File: src/verilog/rtc_supervisor_defs.vh
`ifndef RTC_SUPERVISOR_DEFS_VH
`define RTC_SUPERVISOR_DEFS_VH

// ==========================================================
// clock and timing
`define CLK_KHZ          32'h0001_e848
`define RECOVERY_MS      32'h0000_00fa
`define START_DELAY_S    4'h2
`define BAT_CORR_S       4'ha
`define PIN_SETTLE_CYC   32'h0000_0004
`define DEB_CYC_DEF      32'h0013_12d0
`define PULSE_CYC_DEF    32'h017d_7840

// ==========================================================
// reset pin controller states
`define RP_PFAIL         3'h0
`define RP_REC           3'h1
`define RP_IDLE          3'h2
`define RP_DEB           3'h3
`define RP_CHECK         3'h4
`define RP_WREL          3'h5
`define RP_PULSE         3'h6
`define RP_OFF           3'h7

// ==========================================================
// time base controller states
`define TB_STOP          2'h0
`define TB_RUN           2'h1
`define TB_CONV          2'h2

// ==========================================================
// default calendar, bcd: yy mm dd dow hh mi ss
`define DEF_YEAR         8'h00
`define DEF_MONTH        8'h01
`define DEF_DATE         8'h01
`define DEF_DOW          8'h01
`define DEF_HOUR         8'h00
`define DEF_MIN          8'h00
`define DEF_SEC          8'h00

`endif

File: src/verilog/sync_2ff.v
// ==========================================================
// two flip-flop synchroniser, one chain per bit
module sync_2ff #(
  parameter WIDTH = 4
) (
  input  wire             clk_i,   // system clock
  input  wire             rst_b_i, // sync reset, active low
  input  wire [WIDTH-1:0] async_i, // asynchronous levels
  output wire [WIDTH-1:0] sync_o   // synchronised levels
);

  genvar gi;
  generate
    for (gi = 0; gi < WIDTH; gi = gi + 1) begin : g_bit
      reg meta_ff;
      reg sync_ff;
      always @(posedge clk_i) begin
        if (!rst_b_i) begin
          meta_ff <= 1'b0;
          sync_ff <= 1'b0;
        end else begin
          meta_ff <= async_i[gi];
          sync_ff <= meta_ff;
        end
      end
      assign sync_o[gi] = sync_ff;
    end
  endgenerate

endmodule

File: src/verilog/rtc_power_reset_supervisor.v
`include "rtc_supervisor_defs.vh"

// Summary of operation
// on main supply, convert temperature and correct the 1 Hz base every second
// on backup supply, convert and correct only every tenth second
// correction is factory-trimmed value plus signed aging offset
// main below power-fail threshold drives the reset pin low
// backup-only with main grounded: reset output disabled, left at ground
// main selected if above threshold or above backup, else backup
// conversions each second on main, each ten seconds on backup
// oscillator stays stopped after first power until main good or address write
// two seconds after main power or address write, measure and correct
// once started, oscillator and periodic correction run while any supply valid
// first main power-up, or first address write on battery, loads default time
// oscillator stop bit set halts oscillator and timekeeping, keeps registers
// outside a reset cycle, falling pin edge drives pin low for debounce
// pin still low after debounce: wait for release, then drive reset pulse
// main returning above threshold holds pin low for about 250 ms
// oscillator not running at main power-up: skip recovery, release immediately
// driving reset low never disturbs timekeeping or other internal work
// reset drive and pushbutton watch only while main supply present
// debounce and reset pulse lengths are parameter cycle counts
module rtc_power_reset_supervisor #(
  parameter RECOVERY_CYCLES = `RECOVERY_MS * `CLK_KHZ, // recovery hold
  parameter DEB_CYCLES      = `DEB_CYC_DEF,            // pushbutton debounce
  parameter PULSE_CYCLES    = `PULSE_CYC_DEF,          // reset pulse after release
  parameter CORR_W          = 8                        // correction word width
) (
  input  wire              clk_i,             // 125 MHz clock
  input  wire              rst_b_i,           // sync reset, active low
  input  wire              vcc_above_pf_i,    // comparator: main above threshold
  input  wire              vcc_above_bat_i,   // comparator: main above backup
  input  wire              vcc_present_i,     // comparator: main not grounded
  input  wire              rst_pin_i,         // reset pin level
  output wire              rst_pin_o,         // reset pin drive value (low)
  output wire              rst_pin_oe_o,      // reset pin drive enable
  input  wire              addr_wr_i,         // valid serial address written
  input  wire              osc_stop_bit_i,    // oscillator stop control bit
  input  wire              sec_tick_i,        // 1 Hz tick of the time base
  input  wire              conv_done_i,       // temperature conversion done
  input  wire [CORR_W-1:0] trim_corr_i,       // factory-trimmed correction
  input  wire [CORR_W-1:0] aging_offset_i,    // signed aging offset
  output wire              on_backup_o,       // backup supply selected
  output wire              osc_run_o,         // oscillator running
  output wire              conv_start_o,      // start temperature conversion
  output wire              corr_apply_o,      // apply correction pulse
  output wire [CORR_W:0]   corr_value_o,      // signed correction value
  output wire              load_default_o,    // load default time pulse
  output wire [55:0]       default_time_o     // default calendar in bcd
);

  // ==========================================================
  // input synchronisers
  wire [3:0] pin_sync;
  wire       vcc_good;
  wire       vcc_over_bat;
  wire       vcc_here;
  wire       pin_level;

  sync_2ff #(
    .WIDTH (4)
  ) u_sync (
    .clk_i   (clk_i),
    .rst_b_i (rst_b_i),
    .async_i ({rst_pin_i, vcc_present_i, vcc_above_bat_i, vcc_above_pf_i}),
    .sync_o  (pin_sync)
  );

  assign vcc_good     = pin_sync[0];
  assign vcc_over_bat = pin_sync[1];
  assign vcc_here     = pin_sync[2];
  assign pin_level    = pin_sync[3];

  // ==========================================================
  // supply selection
  reg vcc_good_ff;
  reg on_backup_ff;
  reg pin_prev_ff;

  wire vcc_rise = vcc_good & ~vcc_good_ff;

  always @(posedge clk_i) begin
    if (!rst_b_i) begin
      vcc_good_ff  <= 1'b0;
      on_backup_ff <= 1'b1;
      pin_prev_ff  <= 1'b1;
    end else begin
      vcc_good_ff  <= vcc_good;
      on_backup_ff <= ~(vcc_good | vcc_over_bat);
      pin_prev_ff  <= pin_level;
    end
  end

  assign on_backup_o = on_backup_ff;

  // ==========================================================
  // oscillator start and default time load
  reg        started_ff;
  reg        defaults_done_ff;
  reg        load_default_ff;
  reg [55:0] default_time_ff;

  wire start_evt  = vcc_rise | addr_wr_i;
  wire osc_run    = started_ff & ~osc_stop_bit_i;
  wire load_evt   = ~defaults_done_ff & (vcc_good | (addr_wr_i & on_backup_ff));

  always @(posedge clk_i) begin
    if (!rst_b_i) begin
      started_ff       <= 1'b0;
      defaults_done_ff <= 1'b0;
      load_default_ff  <= 1'b0;
      default_time_ff  <= 56'h0000_0000_0000_00;
    end else begin
      // stays stopped until main good or a valid address write
      if (vcc_good | addr_wr_i) begin
        started_ff <= 1'b1;
      end
      // never cleared while any supply keeps the logic alive
      load_default_ff <= load_evt;
      if (load_evt) begin
        defaults_done_ff <= 1'b1;
        default_time_ff  <= {`DEF_YEAR, `DEF_MONTH, `DEF_DATE, `DEF_DOW,
                             `DEF_HOUR, `DEF_MIN, `DEF_SEC};
      end
    end
  end

  assign osc_run_o      = osc_run;
  assign load_default_o = load_default_ff;
  assign default_time_o = default_time_ff;

  // ==========================================================
  // time base correction scheduler
  reg [1:0]        tb_state_ff;
  reg [1:0]        nxt_tb_state;
  reg [3:0]        sec_cnt_ff;
  reg [3:0]        nxt_sec_cnt;
  reg [3:0]        start_cnt_ff;
  reg [3:0]        nxt_start_cnt;
  reg              conv_start_ff;
  reg              nxt_conv_start;
  reg              corr_apply_ff;
  reg              nxt_corr_apply;
  reg [CORR_W:0]   corr_value_ff;
  reg [CORR_W:0]   nxt_corr_value;

  wire [CORR_W:0] trim_ext  = {trim_corr_i[CORR_W-1], trim_corr_i};
  wire [CORR_W:0] aging_ext = {aging_offset_i[CORR_W-1], aging_offset_i};

  // period in seconds follows the selected supply
  wire period_due = on_backup_ff ? (sec_cnt_ff >= `BAT_CORR_S - 4'h1) : 1'b1;

  // scheduler reads no reset pin state, so pin activity never stalls it
  always @* begin
    nxt_tb_state   = tb_state_ff;
    nxt_sec_cnt    = sec_cnt_ff;
    nxt_start_cnt  = start_cnt_ff;
    nxt_conv_start = 1'b0;
    nxt_corr_apply = 1'b0;
    nxt_corr_value = corr_value_ff;
    case (tb_state_ff)
      `TB_STOP: begin
        nxt_sec_cnt   = 4'h0;
        nxt_start_cnt = 4'h0;
        if (osc_run) begin
          nxt_tb_state  = `TB_RUN;
          nxt_start_cnt = `START_DELAY_S;
        end
      end
      `TB_RUN: begin
        if (!osc_run) begin
          nxt_tb_state = `TB_STOP;
        end else begin
          if (start_evt) begin
            nxt_start_cnt = `START_DELAY_S;
          end
          if (sec_tick_i) begin
            if (start_cnt_ff != 4'h0) begin
              nxt_start_cnt = start_cnt_ff - 4'h1;
              if (start_cnt_ff == 4'h1) begin
                nxt_conv_start = 1'b1;
                nxt_sec_cnt    = 4'h0;
                nxt_tb_state   = `TB_CONV;
              end
            end else if (period_due) begin
              nxt_conv_start = 1'b1;
              nxt_sec_cnt    = 4'h0;
              nxt_tb_state   = `TB_CONV;
            end else begin
              nxt_sec_cnt = sec_cnt_ff + 4'h1;
            end
          end
        end
      end
      `TB_CONV: begin
        if (!osc_run) begin
          nxt_tb_state = `TB_STOP;
        end else begin
          if (start_evt) begin
            nxt_start_cnt = `START_DELAY_S;
          end
          if (conv_done_i) begin
            nxt_corr_value = trim_ext + aging_ext;
            nxt_corr_apply = 1'b1;
            nxt_tb_state   = `TB_RUN;
          end
        end
      end
      default: begin
        nxt_tb_state = `TB_STOP;
      end
    endcase
  end

  always @(posedge clk_i) begin
    if (!rst_b_i) begin
      tb_state_ff   <= `TB_STOP;
      sec_cnt_ff    <= 4'h0;
      start_cnt_ff  <= 4'h0;
      conv_start_ff <= 1'b0;
      corr_apply_ff <= 1'b0;
      corr_value_ff <= {(CORR_W+1){1'b0}};
    end else begin
      tb_state_ff   <= nxt_tb_state;
      sec_cnt_ff    <= nxt_sec_cnt;
      start_cnt_ff  <= nxt_start_cnt;
      conv_start_ff <= nxt_conv_start;
      corr_apply_ff <= nxt_corr_apply;
      corr_value_ff <= nxt_corr_value;
    end
  end

  assign conv_start_o = conv_start_ff;
  assign corr_apply_o = corr_apply_ff;
  assign corr_value_o = corr_value_ff;

  // ==========================================================
  // reset pin controller
  localparam [31:0] REC_LIM   = RECOVERY_CYCLES;
  localparam [31:0] DEB_LIM   = DEB_CYCLES;
  localparam [31:0] PULSE_LIM = PULSE_CYCLES;

  reg [2:0]  rp_state_ff;
  reg [2:0]  nxt_rp_state;
  reg [31:0] rp_cnt_ff;
  reg [31:0] nxt_rp_cnt;
  reg        drive_low_ff;
  reg        nxt_drive_low;

  wire pin_fall = pin_prev_ff & ~pin_level;
  wire pin_rise = ~pin_prev_ff & pin_level;

  always @* begin
    nxt_rp_state  = rp_state_ff;
    nxt_rp_cnt    = rp_cnt_ff;
    nxt_drive_low = 1'b0;
    case (rp_state_ff)
      `RP_OFF: begin
        // main grounded: pin left to the pull-up, which sits at ground
        if (vcc_here) begin
          nxt_rp_state  = `RP_PFAIL;
          nxt_drive_low = 1'b1;
        end
      end
      `RP_PFAIL: begin
        nxt_drive_low = 1'b1;
        nxt_rp_cnt    = 32'h0000_0000;
        if (vcc_good) begin
          if (osc_run) begin
            nxt_rp_state = `RP_REC;
          end else begin
            nxt_rp_state  = `RP_IDLE;
            nxt_drive_low = 1'b0;
          end
        end
      end
      `RP_REC: begin
        nxt_drive_low = 1'b1;
        nxt_rp_cnt    = rp_cnt_ff + 32'h0000_0001;
        if (rp_cnt_ff >= REC_LIM - 32'h0000_0001) begin
          nxt_rp_state  = `RP_IDLE;
          nxt_drive_low = 1'b0;
          nxt_rp_cnt    = 32'h0000_0000;
        end
      end
      `RP_IDLE: begin
        nxt_rp_cnt = 32'h0000_0000;
        if (pin_fall) begin
          nxt_rp_state  = `RP_DEB;
          nxt_drive_low = 1'b1;
        end
      end
      `RP_DEB: begin
        nxt_drive_low = 1'b1;
        nxt_rp_cnt    = rp_cnt_ff + 32'h0000_0001;
        if (rp_cnt_ff >= DEB_LIM - 32'h0000_0001) begin
          nxt_rp_state  = `RP_CHECK;
          nxt_drive_low = 1'b0;
          nxt_rp_cnt    = 32'h0000_0000;
        end
      end
      `RP_CHECK: begin
        // let the pin and synchroniser settle after our own drive ends
        nxt_rp_cnt = rp_cnt_ff + 32'h0000_0001;
        if (rp_cnt_ff >= `PIN_SETTLE_CYC) begin
          nxt_rp_cnt = 32'h0000_0000;
          if (!pin_level) begin
            nxt_rp_state = `RP_WREL;
          end else begin
            nxt_rp_state = `RP_IDLE;
          end
        end
      end
      `RP_WREL: begin
        nxt_rp_cnt = 32'h0000_0000;
        if (pin_rise) begin
          nxt_rp_state  = `RP_PULSE;
          nxt_drive_low = 1'b1;
        end
      end
      `RP_PULSE: begin
        nxt_drive_low = 1'b1;
        nxt_rp_cnt    = rp_cnt_ff + 32'h0000_0001;
        if (rp_cnt_ff >= PULSE_LIM - 32'h0000_0001) begin
          nxt_rp_state  = `RP_CHECK;
          nxt_drive_low = 1'b0;
          nxt_rp_cnt    = 32'h0000_0000;
        end
      end
      default: begin
        nxt_rp_state = `RP_PFAIL;
      end
    endcase
    // supply loss overrides any pushbutton cycle
    if (!vcc_here) begin
      nxt_rp_state  = `RP_OFF;
      nxt_drive_low = 1'b0;
      nxt_rp_cnt    = 32'h0000_0000;
    end else if (!vcc_good) begin
      nxt_rp_state  = `RP_PFAIL;
      nxt_drive_low = 1'b1;
      nxt_rp_cnt    = 32'h0000_0000;
    end
  end

  always @(posedge clk_i) begin
    if (!rst_b_i) begin
      rp_state_ff  <= `RP_OFF;
      rp_cnt_ff    <= 32'h0000_0000;
      drive_low_ff <= 1'b0;
    end else begin
      rp_state_ff  <= nxt_rp_state;
      rp_cnt_ff    <= nxt_rp_cnt;
      drive_low_ff <= nxt_drive_low;
    end
  end

  // open drain: only ever drives low; the pin itself never feeds timekeeping
  assign rst_pin_o    = 1'b0;
  assign rst_pin_oe_o = drive_low_ff;

endmodule

File: config.mk
export PLATFORM = sky130hd
export DESIGN_NAME = rtc_power_reset_supervisor
export DESIGN_NICKNAME = d
export VERILOG_FILES = /design/src/verilog/sync_2ff.v /design/src/verilog/rtc_power_reset_supervisor.v
export VERILOG_INCLUDE_DIRS = /design/src /design/src/verilog
export SDC_FILE = /design/constraint.sdc
export NUM_CORES = 1
export LEC_CHECK = 0
export BUFFER_PORTS_ARGS = -buffer_cell sky130_fd_sc_hd__buf_2
export CAP_MARGIN = 20
export CORE_ASPECT_RATIO = 2
export CORE_MARGIN = 1.5
export CORE_UTILIZATION = 56
export CTS_CLUSTER_DIAMETER = 80
export DETAILED_ROUTE_END_ITERATION = 8
export PLACE_DENSITY = 0.93
export SYNTH_ARGS = -nofsm -noshare
export SYNTH_HDL_FRONTEND = slang
export SYNTH_SLANG_ARGS = --single-unit
File: constraint.sdc
create_clock -name clk_i -period 3 [get_ports clk_i]
set_input_delay 0.6 -clock clk_i [delete_from_list [all_inputs] [get_ports clk_i]]
set_output_delay 0.6 -clock clk_i [all_outputs]
set_load 0.01 [all_outputs]
==> results of run 1 <==
## critical path, stage by stage, from the launching register on
cell and delay, ps:
sky130_fd_sc_hd__dfxtp_1 380, sky130_fd_sc_hd__ha_1 240, sky130_fd_sc_hd__nand2_1 90, sky130_fd_sc_hd__o211ai_1 500, sky130_fd_sc_hd__a311oi_2 250, sky130_fd_sc_hd__a211oi_4 540
sky130_fd_sc_hd__nand2_2 140, sky130_fd_sc_hd__a31o_1 250, sky130_fd_sc_hd__a311o_1 360
## final cells by class
| class | instances | area (um2) | area share (%) |
|---|---|---|---|
| well taps | 96 | 120 | 2.40 |
| clock buffers | 9 | 225 | 4.49 |
| repair buffers | 55 | 305 | 6.09 |
| flip-flops and latches | 71 | 1420 | 28.4 |
| clock inverters | 7 | 80.1 | 1.60 |
| inverters | 31 | 116 | 2.32 |
| multi-input cells | 440 | 2740 | 54.7 |
## registers in the layout, indices dropped and copies added (netlist names)
| register | count |
|---|---|
| pin_prev_ff | 1 |
| start_cnt_ff | 4 |
| sec_cnt_ff | 4 |
| rp_state_ff | 3 |
| vcc_good_ff | 1 |
| defaults_done_ff | 1 |
| load_default_o | 1 |
| rp_cnt_ff | 32 |
| started_ff | 1 |
| conv_start_o | 1 |
| u_sync.g_bit.meta_ff | 4 |
| corr_apply_o | 1 |
| rst_pin_oe_o | 1 |
| u_sync.g_bit.sync_ff | 4 |
| tb_state_ff | 2 |
| on_backup_o | 1 |
| corr_value_o | 9 |
## power by group
part | total [W] | switching, W | internal (W) | leakage [nW]
Combinational | 0.000284 | 0.000182 | 0.000102 | 1.38
Clock | 0.00110 | 0.000443 | 0.000653 | 0.148
Sequential | 0.000975 | 0.0000151 | 0.000959 | 0.576
## metrics by stage
step	area [um2]	std cells	setup slack, ps	utilization, %
6_report	5010	709	141	62.7
5_1_grt	5010	709	40.6	62.7
4_1_cts	5010	709	213	62.7
3_5_place_dp	4710	693	248	58.8
3_3_place_gp	4710	693	358	58.8
2_1_floorplan	4850	630	676	-
## path summary, 6_finish.rpt
kind                             end
max reg2reg           rp_state_ff[0]
min reg2reg  u_sync.g_bit[3].sync_ff
max                   rp_state_ff[0]
min          u_sync.g_bit[3].sync_ff
## cells in the mapped netlist (all sizes together) (3+ instances only)
library cell	instances
nor2b	7
a21boi	7
clkbuf	20
and3	17
nor4	12
nor3b	3
nor3	14
nor2	28
o31ai	18
nand2	48
dfxtp	71
o211ai	6
and2	17
nand3	35
buf	68
a211o	3
a31o	4
nor4b	3
nand2b	7
or4	4
nand4	19
a21o	3
a21oi	29
o2111ai	9
o21ai	27
inv	30
ha	19
a211oi	5
## cells by family (layout without fill, tap and decap cells)
family / Yosys count / count (layout) / synth area share, %
fa+ha+maj: 20 / 20 / 5.54
compound gates: 133 / 133 / 20.6
flops: 71 / 71 / 30.6
simple gates: 229 / 229 / 27.7
xor+xnor: 4 / 4 / 0.753
other cells: 1 / 54 / 0.0806
buf+inv: 119 / 102 / 14.7
## layer usage
layer	part of all wire (%)	track usage, %	vias up
met3	5.7	6.06	74
met2	55	55.9	244
met4	6.4	21.4	0
met1	32	29.0	2097
met5	0	0	-
li1	-	-	2043
## cells in the final DEF, fill, tap and decap left out, types with 9 or more instances in the layout
| cell | n |
|---|---|
| sky130_fd_sc_hd__dfxtp_1 | 71 |
| sky130_fd_sc_hd__conb_1 | 54 |
| sky130_fd_sc_hd__nand2_1 | 46 |
| sky130_fd_sc_hd__buf_2 | 43 |
| sky130_fd_sc_hd__nand3_1 | 34 |
| sky130_fd_sc_hd__inv_1 | 30 |
| sky130_fd_sc_hd__nor2_1 | 27 |
| sky130_fd_sc_hd__a21oi_1 | 27 |
| sky130_fd_sc_hd__o21ai_0 | 25 |
| sky130_fd_sc_hd__nand4_1 | 19 |
| sky130_fd_sc_hd__ha_1 | 19 |
| sky130_fd_sc_hd__o31ai_1 | 18 |
| sky130_fd_sc_hd__and3_1 | 17 |
| sky130_fd_sc_hd__and2_1 | 17 |
| sky130_fd_sc_hd__nor3_1 | 14 |
| sky130_fd_sc_hd__buf_4 | 12 |
| sky130_fd_sc_hd__nor4_1 | 9 |
| sky130_fd_sc_hd__o2111ai_1 | 9 |
| sky130_fd_sc_hd__clkbuf_16 | 9 |
==> summary by stage, run 1 <==
Routing
The final antenna-violating net count is 0. In the routed design, unresolved DRC markers number 0. The routed layout has about 4,500 vias. The first-pass detailed-route iteration total is 6.

The total detailed-routing wirelength is 13,100 um. Dividing the detail-routed via count by the number of cells gives 6.29. In this run, the number of DRC markers left after iteration 0 of detailed routing was 509. After detailed routing, the average wire length per cell comes to approximately 19 um.

Setup path
The startpoint identified for the worst register-to-register timing path is rp_cnt_ff[0]. The critical path in this run is classified as reg2reg. The critical path capture point type is a register. The worst setup path is launched from a register. The minimum setup slack among reg-to-reg paths is about 140 ps. The cell depth of the worst flop-to-flop path is 8.

Data on the critical path arrives at its endpoint at approximately 3100 ps. In this run the worst setup path begins at rp_cnt_ff[0]. Of all nets on the critical path, the largest fanout is 9. The required time at the worst-slack endpoint is ~3200 ps.

Clocking
The total clock sinks is 71. The clock root buffer is sky130_fd_sc_hd__clkbuf_16. Clock latency on the worst-skew pair, taken at its later pin, is around 340 ps. In this run, post-CTS hold repair placed 0 buffers. The TritonCTS clock tree is yes. The number of CTS-inserted buffers is 9.

In this run the post-CTS setup repair buffer count came out at 0. In this run the number of H-tree levels came out at 3. The number of buffers on the longest clock path is 2. The number of gates resized after CTS was 0.

After clock tree synthesis, the clock-pin slew on the worst setup and hold paths is 60 ps.

Floorplanning
The overall die height is 132 um. The die covers ~0.0089 mm2. The horizontal extent of the die is 67.4 um. The I/O pin count is slightly below 100. The initialized floorplan defines 46 standard-cell rows. The initial standard-cell utilization of the core is 58.1%. The total area inside the core boundary comes to around 0.008 mm2.

Placement
The count of port buffers added during placement is 43. At the end of routability-driven placement, the weighted congestion stood at roughly 1. After legalization and detailed placement, the total HPWL measured 9770 um.

Min path
The min-delay analysis places its worst path in the category reg2reg. The worst hold path begins at u_sync.g_bit[3].meta_ff. The number of stages on the worst hold path is 1.

Global routing
The number of antenna violations at the first check in global routing was 0. The first global-routing pass estimated 20,700 um of wire. The total overflow reported by the global router is 0. The via count of the first global-routing pass came to between 4,000 and 5,000. Entering global routing, the biggest net connects 37 pins. The global routing usage summed across all routing layers is between 30% and 40%.

Timing
The maximum frequency from static timing analysis is ~0.35 GHz. Setup repair after global routing left no endpoint under its margin. The worst hold margin is about 430 ps.

The tightest slew margin relative to the limit is a little over 50%. The final number of setup-violating endpoints is 0. Of the available clock period, the critical path in the final layout requires between 90 and 100%. For the final routed database, the setup TNS stands at 0 ps. For the pin with the worst max-slew slack, the measured transition is about 720 ps.

The count of pins over their slew limit is 0. The setup clock skew after layout is roughly 7.2 ps. The number of failing hold endpoints at the final stage is 0. The post-layout minimum cycle time is roughly 2900 ps.

Power
The reported leakage power is around 2.1 nW. IR analysis of the VDD net gives a maximum drop of roughly 430 uV. The total power draw is 0.00236 W. The power per cell area is between 400 and 500 mW/mm2.

Logic synthesis
For this run, the leading register cell type out of synthesis is sky130_fd_sc_hd__dfxtp_1. The fraction of registers with async set or reset after synthesis is 0%. The Yosys step of the flow raised 0 warnings.

The synthesized design spends more area on one cell type than any other, namely sky130_fd_sc_hd__dfxtp_1. Synthesis produced a netlist whose cell count is slightly below 600. After synthesis, flip-flops and latches occupy between 30% and 40% of the total area.

After synthesis, the largest area contributor takes up a little under a third of total cell area. The flip-flop and latch count after synthesis is 71. After synthesis, the mean cell area works out to 8.06 um2.

The number of different library cells used by synthesis comes to 76. The area of the mapped netlist is around 0.0047 mm2. After synthesis, the cell types taking the most area are sky130_fd_sc_hd__dfxtp_1, sky130_fd_sc_hd__buf_4, sky130_fd_sc_hd__ha_1. Yosys mapped a number of flops with a built-in enable equal to 0.

Run status
The flow ran to the end, and the final reports show no timing, DRC or antenna violations.

Run
The number of max-cap violations is 0.

Final layout
The area growth from synthesis to layout is 7.78%. In the final layout, the share of cells above drive strength 1 is 15.0%. After filler insertion, the fill cell instance count of the layout stands at roughly 670. The antenna diode count is 0.

The final-stage net count is 654.
Power figures use the tool's default switching activity.
==> run 2, diff against run 1 <==
--- a/config.mk
+++ b/config.mk
@@ -6,14 +6,15 @@
 export SDC_FILE = /design/constraint.sdc
 export NUM_CORES = 1
 export LEC_CHECK = 0
+export ABC_AREA = 1
 export BUFFER_PORTS_ARGS = -buffer_cell sky130_fd_sc_hd__buf_2
 export CAP_MARGIN = 20
 export CORE_ASPECT_RATIO = 2
 export CORE_MARGIN = 1.5
-export CORE_UTILIZATION = 56
+export CORE_UTILIZATION = 57
 export CTS_CLUSTER_DIAMETER = 80
 export DETAILED_ROUTE_END_ITERATION = 8
-export PLACE_DENSITY = 0.93
+export PLACE_DENSITY = 0.92
 export SYNTH_ARGS = -nofsm -noshare
 export SYNTH_HDL_FRONTEND = slang
 export SYNTH_SLANG_ARGS = --single-unit
==> summary by stage, run 2 <==
Clocking
The hold buffer count at cts was 0 (unchanged). TritonCTS built the clock tree. The number of resized instances in the post-cts repair step came to 0 (unchanged). The clock root buffer is sky130_fd_sc_hd__clkbuf_16.

The total clock sinks came to 71 (unchanged). The buffer count from post-CTS setup fixing is 0 (unchanged). The number of CTS-inserted buffers is 9 (unchanged). The clock latency on the worst-skew pair came to 350 ps (about the same). The number of buffers on the longest clock path is 2 (unchanged). The clock-pin slew of the registers on the worst-case setup and hold paths is 60 ps (about the same). The maximum level of the CTS H-tree is 3 (unchanged).

Final layout
The antenna diode count is 0 (unchanged). The register name with the most flops is rp_cnt_ff. The fraction of layout cells with a size suffix above 1 was 20.6% (+5.6 points). The footprint of the multi-input gates is 0.00319 mm2 (+16%).

The post-layout instance area came to 0.00567 mm2 (+13%). The final-stage net count was 842 (+29%). The final cell count without fillers is 905 (+28%). The number of flip-flops under the largest register name was 32 (unchanged).

The sequential cell area is 0.00142 mm2 (unchanged). Leaving out fill and tap cells, the most frequent cell in the layout is sky130_fd_sc_hd__nand2_1. The layout filler cell count came to 837 (+24%). Leaving out fill and tap cells, the most frequent cells in the layout are sky130_fd_sc_hd__nand2_1, sky130_fd_sc_hd__inv_1, sky130_fd_sc_hd__dfxtp_1. Relative to the synthesized area, the layout overhead comes to 5.54%.

Timing
The final critical-path share of the clock period is 75.6% (-20 points). The count of pins over their slew limit is 0 (unchanged). Setup repair after global routing left no endpoint under its margin. The transition at the pin with the smallest max-transition slack is 696 ps (-28.9 ps). The post-layout minimum cycle time is 2270 ps (-590 ps). The setup clock skew after layout is 8.06 ps (+0.857 ps). The maximum frequency from static timing analysis is 0.441 GHz (+26%). The summed negative setup slack over all endpoints is 0 ps (unchanged). The final number of setup-violating endpoints is 0 (unchanged). The number of failing hold endpoints at the final stage was 0 (unchanged). The tightest slew margin relative to the limit came to 53.4% (+2.3 points).

Setup path
The most numerous cell type found on the critical path is sky130_fd_sc_hd__nand2_1. The type of the worst setup path is reg2reg. The count of buffer and inverter cells on the critical path is 0 (unchanged). The worst setup path is launched from a register. The data arrival time of the critical path came to 2490 ps (-590 ps). The required time at the worst-slack endpoint was 3220 ps (about the same). Walking the worst path, the cells encountered are ha_1 > nand3_4 > a21oi_1 > nand2_1 > nand2_1 > nand2_1 > nand2_4 > nand4_4 > nand2_2 > a21oi_2.

The minimum setup slack among reg-to-reg paths is 730 ps (+590 ps). The critical path capture point type is a register. The kind of cell with the highest combined delay on the critical path is simple AND/OR/NAND/NOR gates.

Among all stages on the critical path, the largest delay is contributed by sky130_fd_sc_hd__nand4_4. The stage delay of the slowest cell on the critical path came to 440 ps (-100 ps). The maximum fanout encountered on the critical timing path is 22 (+13).

Placement
The number of instances in the placed design is 889 (+28%). The post-placement cell area came to 0.00538 mm2 (+14%). The final weighted congestion in routability-driven placement came to 1.06 (+6.9%). The count of port buffers added during placement is 43 (unchanged). The HPWL after detailed placement came to 9810 um (+0.43%).

Power
The reported leakage power is 2.63 nW (+25%). The power per cell area is 467 mW/mm2 (-0.65%). The combinational share of power is 20.5% (+8.4 points). The peak supply drop is 350 uV (-19%). The total power draw was 0.00265 W (+12%). The switching power summed over all nets was 0.000844 W (+32%). The fraction of power consumed by sequential logic came to 38.5% (-2.9 points). The cell internal power dissipation is 0.00180 W (+5.3%). The relative contribution of the clock network to total power was 41.0% (-5.6 points). The net switching fraction of the power is 31.9% (+4.6 points).

Routing
The total detailed-routing wirelength is 12,900 um (-1.7%). The violation count after the first detailed-route iteration is 281 (-45%). The post-detailed-route wirelength per cell is 14.2 um (-23%). The remaining routing DRC violations is 0 (unchanged).

The first-pass detailed-route iteration total came to 7 (+1). The total vias in the final route came to 4,935 (+11%). The average via count per standard cell is 5.45 (-13%). The final antenna-violating net count was 0 (unchanged).

Global routing
The via count of the first global-routing pass is 4,752 (+9.9%). The pin count of the biggest net entering global routing is 30 (-19%). The met2 demand-to-capacity share in global routing is 49.5% (-6.4 points). The first-pass GRT wire length is 20,900 um (+1.2%). The number of antenna violations at the first check in global routing is 0 (unchanged). The global routing usage summed across all routing layers is 26.4% (-4.5 points).

The global-route track usage on met3 is 5.97% (-0.092 points). After global routing, the most crowded layer is met2. The routing usage on met1 is 23.2% (-5.9 points). The total overflow reported by the global router came to 0 (unchanged).

Logic synthesis
The number of enable-type register cells in the synthesized netlist was 0 (unchanged). The count of warnings emitted by yosys is 0 (unchanged). Ranked by instance count, the synthesized netlist is headed by sky130_fd_sc_hd__nand2_1, sky130_fd_sc_hd__inv_1, sky130_fd_sc_hd__dfxtp_1, sky130_fd_sc_hd__nor2_1, sky130_fd_sc_hd__buf_4. sky130_fd_sc_hd__dfxtp_1 takes more of the synthesized area than any other cell. The flip-flop and latch count after synthesis is 71 (unchanged).

Sorting the synthesized cells by area gives the leading types as sky130_fd_sc_hd__dfxtp_1, sky130_fd_sc_hd__nand2_1, sky130_fd_sc_hd__buf_4. The count of mapped cells out of synthesis is 764 (+32%). The share of Yosys cell area claimed by the top area cell type is 26.4% (-4.1 points). The most common cell in the synthesized netlist is sky130_fd_sc_hd__nand2_1. The fraction of registers with async set or reset after synthesis was 0% (unchanged).

The sequential area share after synthesis is 26.4% (-4.1 points). The synthesized area divided by synthesized cell count was 7.04 um2 (-13%). The area of the mapped netlist is 0.00538 mm2 (+16%). For this run, the leading register cell type out of synthesis is sky130_fd_sc_hd__dfxtp_1.

The number of library cell types mapped by synthesis came to 52 (-32%).

Floorplanning
The I/O pin count is 98 (unchanged). The number of core rows was 50 (+8.7%). The initial standard-cell utilization of the core was 58.1% (-0.065 points). The overall die height is 140 um (+6.4%). The horizontal extent of the die was 71.7 um (+6.3%).

The core outline area is 0.00926 mm2 (+16%). The area of the die is 0.0101 mm2 (+13%).

Run
The number of max-cap violations is 0 (unchanged).

Run status
The flow ran to the end, and the final reports show no timing, DRC or antenna violations.

Min path
The path type of the worst min-delay path is reg2reg.
[run 2: per-layer routing]
| metal | up-vias | part of all wire, % |
|---|---|---|
| met2 | 218 | 55 |
| met1 | 2257 | 33 |
| li1 | 2393 | - |
| met4 | 0 | 6.4 |
| met5 | - | 0 |
| met3 | 67 | 5.6 |
[run 2: cells by family (layout without fill, tap and decap cells)]
logic type | count (synthesis) | count (layout) | share of synthesized area (%)
buf+inv | 183 | 167 | 17.9
xor+xnor | 22 | 22 | 3.58
simple gates | 338 | 338 | 32.5
other cells | 1 | 54 | 0.0697
fa+ha+maj | 20 | 20 | 4.79
compound gates | 129 | 129 | 14.7
flops | 71 | 71 | 26.4
[run 2: final cells by class]
class                      instances  share of cell area (%)
sequential                        71                    25.0
timing repair buffer              46                    4.19
multi-input combinational        563                    56.2
inverter                         105                    7.03
tap                              104                    2.29
clock buffer                       9                    3.97
clock inverter                     7                    1.23
[run 2: worst paths after layout]
check,startpoint,to,cells after the start
max,rp_cnt_ff[1],rp_cnt_ff[20],10
min,u_sync.g_bit[0].meta_ff,u_sync.g_bit[0].sync_ff,2
max reg2reg,rp_cnt_ff[1],rp_cnt_ff[20],10
min reg2reg,u_sync.g_bit[0].meta_ff,u_sync.g_bit[0].sync_ff,2
[run 2: per-stage QoR]
step / hold WS [ps] / utilization [%] / setup slack, ps
finish: 414 / 61.3 / 731
global route: 441 / 61.3 / 643
CTS: 419 / 61.3 / 756
detailed placement: 406 / 58.1 / 638
global placement: 392 / 58.1 / 686
floorplan: 388 / - / 927
[run 2: power by group through the flow]
stage	sequential [W]	clock, W	combinational [W]
finish	0.00102	0.00109	0.000543
detailed placement	0.00104	0	0.000531
global placement	0.00104	0	0.000516
floorplan	0.00103	0	0.000470
CTS	0.00102	0.00108	0.000537
global route	0.00103	0.00112	0.000617
[run 2: tightest hold or removal path: cells and delay by family, from the launching register on]
family | cells | cell delay [ps]
flops | 1 | 300
simple gates | 1 | 50
buf+inv | 1 | 40
